$ cat src/common/pmc_consts.svh
// Constants for the privilege mode control block.
`ifndef PMC_CONSTS_SVH
`define PMC_CONSTS_SVH
`define PMC_SR_S_BIT 13
`define PMC_SR_RESET 16'h2700
`define PMC_TM_USER_DATA 3'h1
`define PMC_TM_USER_CODE 3'h2
`define PMC_TM_SUP_DATA 3'h5
`define PMC_TM_SUP_CODE 3'h6
`endif

$ cat src/common/pmc_pkg.sv
// Types for the privilege mode control block.
package pmc_pkg;
	typedef enum logic [3:0] {
		PMC_OP_NONE = 4'h0,
		PMC_OP_MOVE_SR = 4'h1,
		PMC_OP_AND_IMM = 4'h2,
		PMC_OP_XOR_IMM = 4'h3,
		PMC_OP_OR_IMM = 4'h4,
		PMC_OP_RET_EXC = 4'h5,
		PMC_OP_HALT = 4'h6,
		PMC_OP_EXT_RESET = 4'h7,
		PMC_OP_CTRL_REG = 4'h8,
		PMC_OP_TRAP = 4'h9,
		PMC_OP_PLAIN = 4'hA
	} pmc_op_t;
	typedef enum logic [2:0] {
		PMC_ST_RUN = 3'b001,
		PMC_ST_PUSH = 3'b010,
		PMC_ST_SETS = 3'b100
	} pmc_state_t;
	typedef struct packed {
		logic valid;
		pmc_op_t op;
		logic [15:0] operand;
	} pmc_instr_t;
	typedef struct packed {
		logic req;
		logic is_code;
		logic is_stack;
	} pmc_access_t;
endpackage

$ cat src/verilog/pmc_tm_encode.sv
// Transfer-modifier encoder for one bus cycle.
`timescale 1ns/1ps
`default_nettype none
`include "pmc_consts.svh"
module pmc_tm_encode (
	input wire logic sup,
	input wire logic is_code,
	output logic [2:0] tm
);
	// =============================================
	// Encode
	// Supervisor and user cycles get distinct codes.
	always_comb begin
		if (sup) begin
			tm = is_code ? `PMC_TM_SUP_CODE : `PMC_TM_SUP_DATA;
		end else begin
			tm = is_code ? `PMC_TM_USER_CODE : `PMC_TM_USER_DATA;
		end
	end
endmodule
`default_nettype wire

$ cat src/verilog/pmc_top.sv
// Privilege mode control: status word, privilege checks, cycle marking.
`timescale 1ns/1ps
`default_nettype none
`include "pmc_consts.svh"
module pmc_top (
	input wire logic clk_sys,
	input wire logic nrst,
	input wire pmc_pkg::pmc_instr_t instr,
	input wire logic exc_req,
	input wire pmc_pkg::pmc_access_t access,
	input wire logic page_sup_only,
	output logic [15:0] sr_out,
	output logic sup_mode,
	output logic [2:0] tm_out,
	output logic use_sup_sp,
	output logic push_sr,
	output logic [15:0] push_data,
	output logic flush,
	output logic priv_violation,
	output logic ctrl_reg_grant,
	output logic halt_go,
	output logic ext_reset_go,
	output logic access_fault,
	output logic table_sel_sup
);
	// =============================================
	// State
	pmc_pkg::pmc_state_t state_reg;
	logic [15:0] sr_reg;
	logic [15:0] sr_next;
	logic sr_write;
	logic sup;
	logic is_priv;
	logic in_exc;
	logic take_exc;
	logic [2:0] tm_next;
	assign sup = sr_reg[`PMC_SR_S_BIT];
	assign in_exc = (state_reg != pmc_pkg::PMC_ST_RUN);
	// =============================================
	// Privilege decode
	always_comb begin
		unique case (instr.op)
			pmc_pkg::PMC_OP_MOVE_SR,
			pmc_pkg::PMC_OP_AND_IMM,
			pmc_pkg::PMC_OP_XOR_IMM,
			pmc_pkg::PMC_OP_OR_IMM,
			pmc_pkg::PMC_OP_RET_EXC: is_priv = 1'b1;
			pmc_pkg::PMC_OP_HALT,
			pmc_pkg::PMC_OP_EXT_RESET: is_priv = 1'b1;
			pmc_pkg::PMC_OP_CTRL_REG: is_priv = 1'b1;
			default: is_priv = 1'b0;
		endcase
	end
	// A violation aborts the instruction and raises an exception.
	assign take_exc = exc_req || (instr.valid && !sup && is_priv)
		|| (instr.valid && instr.op == pmc_pkg::PMC_OP_TRAP);
	// =============================================
	// Status word update
	always_comb begin
		sr_next = sr_reg;
		sr_write = 1'b0;
		if (!in_exc && instr.valid && sup && !exc_req) begin
			sr_write = 1'b1;
			unique case (instr.op)
				pmc_pkg::PMC_OP_MOVE_SR,
				pmc_pkg::PMC_OP_RET_EXC: sr_next = instr.operand;
				pmc_pkg::PMC_OP_AND_IMM: sr_next = sr_reg & instr.operand;
				pmc_pkg::PMC_OP_XOR_IMM: sr_next = sr_reg ^ instr.operand;
				pmc_pkg::PMC_OP_OR_IMM: sr_next = sr_reg | instr.operand;
				default: sr_write = 1'b0;
			endcase
		end
	end
	// =============================================
	// Exception sequencer
	always_ff @(posedge clk_sys) begin
		if (!nrst) begin
			state_reg <= pmc_pkg::PMC_ST_RUN;
		end else begin
			unique case (state_reg)
				pmc_pkg::PMC_ST_RUN: begin
					if (take_exc && !(instr.valid && sup && sr_write)) begin
						state_reg <= pmc_pkg::PMC_ST_PUSH;
					end
				end
				pmc_pkg::PMC_ST_PUSH: state_reg <= pmc_pkg::PMC_ST_SETS;
				pmc_pkg::PMC_ST_SETS: state_reg <= pmc_pkg::PMC_ST_RUN;
			endcase
		end
	end
	always_ff @(posedge clk_sys) begin
		if (!nrst) begin
			sr_reg <= `PMC_SR_RESET;
		end else if (state_reg == pmc_pkg::PMC_ST_PUSH) begin
			sr_reg[`PMC_SR_S_BIT] <= 1'b1;
		end else if (sr_write) begin
			sr_reg <= sr_next;
		end
	end
	// =============================================
	// Stack push of the old status word
	always_ff @(posedge clk_sys) begin
		if (!nrst) begin
			push_sr <= 1'b0;
			push_data <= 16'h0000;
		end else begin
			push_sr <= (state_reg == pmc_pkg::PMC_ST_RUN) && take_exc
				&& !sr_write;
			push_data <= sr_reg;
		end
	end
	// =============================================
	// Pipeline flush
	always_ff @(posedge clk_sys) begin
		if (!nrst) begin
			flush <= 1'b0;
		end else begin
			flush <= sr_write;
		end
	end
	// =============================================
	// Cycle marking
	pmc_tm_encode u_tm (
		.sup(sup || in_exc),
		.is_code(access.is_code),
		.tm(tm_next)
	);
	always_ff @(posedge clk_sys) begin
		if (!nrst) begin
			tm_out <= `PMC_TM_SUP_DATA;
			use_sup_sp <= 1'b1;
			sup_mode <= 1'b1;
			sr_out <= `PMC_SR_RESET;
		end else begin
			tm_out <= tm_next;
			use_sup_sp <= sup || in_exc || (state_reg == pmc_pkg::PMC_ST_RUN
				&& take_exc);
			sup_mode <= sup;
			sr_out <= sr_reg;
		end
	end
	// =============================================
	// Privileged actions and translation check
	always_ff @(posedge clk_sys) begin
		if (!nrst) begin
			priv_violation <= 1'b0;
			ctrl_reg_grant <= 1'b0;
			halt_go <= 1'b0;
			ext_reset_go <= 1'b0;
			access_fault <= 1'b0;
			table_sel_sup <= 1'b1;
		end else begin
			priv_violation <= instr.valid && !sup && is_priv;
			ctrl_reg_grant <= instr.valid && sup
				&& instr.op == pmc_pkg::PMC_OP_CTRL_REG;
			halt_go <= instr.valid && sup
				&& instr.op == pmc_pkg::PMC_OP_HALT;
			ext_reset_go <= instr.valid && sup
				&& instr.op == pmc_pkg::PMC_OP_EXT_RESET;
			access_fault <= access.req && page_sup_only
				&& !(sup || in_exc);
			table_sel_sup <= sup || in_exc;
		end
	end
endmodule
`default_nettype wire
$ cat config.mk
export PLATFORM = sky130hd
export DESIGN_NAME = pmc_top
export DESIGN_NICKNAME = d
export VERILOG_FILES = /design/src/common/pmc_pkg.sv /design/src/verilog/pmc_tm_encode.sv /design/src/verilog/pmc_top.sv
export VERILOG_INCLUDE_DIRS = /design/src /design/src/common
export SDC_FILE = /design/constraint.sdc
export NUM_CORES = 1
export LEC_CHECK = 0
export BUFFER_PORTS_ARGS = -buffer_cell sky130_fd_sc_hd__buf_2
export CORE_ASPECT_RATIO = 1.4
export CORE_MARGIN = 4
export CORE_UTILIZATION = 44
export DETAILED_ROUTE_END_ITERATION = 10
export PLACE_DENSITY = 0.69
export SLEW_MARGIN = 20
export SYNTH_ARGS = -nofsm -noshare
export SYNTH_HDL_FRONTEND = slang
export SYNTH_SLANG_ARGS = --single-unit
$ cat constraint.sdc
create_clock -name clk_sys -period 4.1 [get_ports clk_sys]
set_input_delay 0.82 -clock clk_sys [delete_from_list [all_inputs] [get_ports clk_sys]]
set_output_delay 0.82 -clock clk_sys [all_outputs]
set_load 0.01 [all_outputs]
==> flow_summary.toml <==
[status]
status = "finished, final reports clean"

[sta]
rsz0062_at_grt = "no"
tightest_slew_ps = 695
relSlewSlack_pct = 53.7
setup_tns_ps = 0
finalHoldViolCount = 0
final-setup-viol-count = 0
max_freq_ghz = 0.400
fin_crit_sh_pct = 61.0
fin_skew_ps = 9.48
min_period_ps = 2500
slew_violations = 0

[routing]
ant_nets = 0
drt_iter0_drc = 79
viasPerCell = 5.09
wl_per_cell_um = 12.8
dr.pass1.iters = 4
drt_wl_total_mm = 5.17
routed-via-count = 2050
drc = 0

[setup_path]
required_ps = 4280
timing.rr.end = "sr_reg[13]"
critPathTopFamily = "simple AND/OR/NAND/NOR gates"
worst-path-stages = 5
r2r_cells = 5
slowest_delay_ps = 920
cp_num_buf_inv = 1
reg2reg_slack_ps = 2120
critPathKind = "input pin to flip-flop"
crit_chain = "buf_2, or4b_1, and2_4, a21oi_1, a31oi_1"
start_kind = "input pin"
endpoint = "sr_reg[13]"
worstPathMaxFanout = 23
crit_slowest_cell = "or4b_1"
startpoint = "instr[16]"
end_kind = "flip-flop"
r2r_start = "state_reg[1]"
cp_data_arrival_time_ps = 2680

[yosys]
syn-num-nets = 341
synth_edf_count = 0
synth-compound-area-share_pct = 13.9
ys_seq_area_share_pct = 38.3
yosysTopAreaCell = "dfxtp_1"
ys_ff_latch = 50
yosys_most_used_dff = "dfxtp_1"
avgSynthCellArea_um2 = 9.31
ys_types = 36
synthCells = 281
syn_area_mm2 = 0.00262
synth.mux.area_fraction_pct = 6.12
synth_simple_gate_area_share_pct = 14.1
yosys_warnings = 0
synth-xor-area-share_pct = 0
synth_top_family_by_area = "adder cells"
async_reset_ff_share_pct = 0
yosys-top-cells-area = "dfxtp_1 38%, ha_1 15%, mux2i_1 6.1%"
synthAdderAreaFrac_pct = 15.3
yosys.area.top_type_share_pct = 38.3

[cells_and_area]
regArea_mm2 = 0.00100
diodes = 0
drive_gt1_share_pct = 26.7
syn2layout_area_growth_pct = 13.7
fin_nets = 392
fin_cells = 403
final_common_cell = "buf_2"
multiInputGateArea_mm2 = 0.00129
final_cell_mix = "71 x buf_2, 50 x dfxtp_1, 35 x inv_1"
fin_util_pct = 51.1
fill_cells = 565
postLayoutCellArea_mm2 = 0.00297

[global_routing]
grt_pass1_vias = 1966
antenna_found_initial = 0
grt_max_degree = 40
grt_overflow_total = 0
track_usage_pct = 14.4
grt_pass1_wl_mm = 8.46

[power]
total_leakage_power_uw = 0.00151
p_per_area_mw_per_mm2 = 310
vdd_drop_max_v = 0.000156

[cts]
cts_tree = "built"
clk_latency_ps = 300
hold_buffers = 0
htreeDepth = 2
ctsLongestPathBuffers = 2
cts-root-buf = "clkbuf_8"
cts_resized = 0
cts_buffers = 5
cts_sinks = 50
cts_setup_buffers = 0
path_clk_slew_ps = 90

[placed_design]
placed_cell_area_mm2 = 0.00288
hpwlAfterDp_mm = 3.66
portBuffers = 71
place_congestion = 0.746
dpl.cell_count = 395

[floorplanning]
dieArea_mm2 = 0.00726
pin_count = 73
initial_core_util_pct = 44.9
core_area_mm2 = 0.00582
dieHeight_um = 99.2
die_w_um = 73.2
placementRows = 33

[min_path]
min_path_type = "flip-flop to flip-flop"

[flow_run]
max_cap_viol_count = 0
==> power by group <==
part / internal, µW / leakage [µW] / switching (µW)
registers: 499 / 0.000407 / 8.34
clock network: 136 / 0.0000482 / 157
logic: 53.4 / 0.00105 / 66.9
total: 689 / 0.00151 / 232
==> per-layer routing <==
| metal | global-route usage (%) | part of all wire (%) | vias to the layer above |
|---|---|---|---|
| met5 | 0 | 0 | - |
| met4 | 5.54 | 1.6 | 0 |
| met3 | 2.63 | 5.0 | 6 |
| met2 | 26.1 | 51 | 47 |
| met1 | 16.2 | 42 | 967 |
| li1 | - | - | 1030 |
==> cell usage after synthesis, types with 3 or more instances <==
| cell | count |
|---|---|
| buf_6 | 3 |
| dfxtp_1 | 50 |
| nand2_1 | 12 |
| inv_1 | 35 |
| o22a_1 | 5 |
| mux2i_1 | 16 |
| o21ai_0 | 12 |
| clkbuf_1 | 6 |
| nor2_1 | 8 |
| and2_1 | 20 |
| buf_4 | 14 |
| buf_2 | 6 |
| nor3_1 | 3 |
| a21oi_1 | 17 |
| a31oi_1 | 6 |
| ha_1 | 32 |
| o22ai_1 | 11 |
| and3_1 | 3 |
| a21oi_2 | 5 |
==> worst reg2reg max path, delay by kind of cell (launching register included) <==
kind	cells	cell delay (ps)
flip-flops	1	370
AND/OR/NAND/NOR	3	1120
AO/OA/AOI/OAI	1	110
buffers and inverters	1	270
==> metrics by stage <==
step / power [µW] / hold slack, ps / worst slack (ps)
finish: 921 / 497 / 1600
global route: 969 / 518 / 1520
CTS: 933 / 501 / 1600
detailed placement: 639 / 483 / 1280
global placement: 634 / 475 / 1300
floorplan: 601 / 457 / 1940
==> area by class of cell <==
cell class              instances  share of cell area [%]
inverters                      35                    4.42
multi-input cells             167                    43.5
clock buffers                   7                    2.90
flip-flops and latches         50                    33.7
well taps                      70                    2.94
repair buffers                 73                    12.5
clock inverters                 1                   0.168
==> cell families (layout without fill, tap and decap cells) <==
family                     after synthesis  after routing
adders and majority gates               32             32
and+or+nand+nor                         60             60
muxes                                   16             16
buffers and inverters                   64            116
DFF                                     50             50
AOI/OAI and AO/OA                       59             59
==> worst min path at each step <==
stage               depth (start not counted)       start             to
floorplan                                   1  sr_reg[10]  push_data[10]
global placement                            1   sr_reg[8]   push_data[8]
detailed placement                          1  sr_reg[10]  push_data[10]
CTS                                         1   sr_reg[9]   push_data[9]
global route                                1  sr_reg[10]  push_data[10]
finish                                      1  sr_reg[10]  push_data[10]
(Power assumes the default switching activity.)
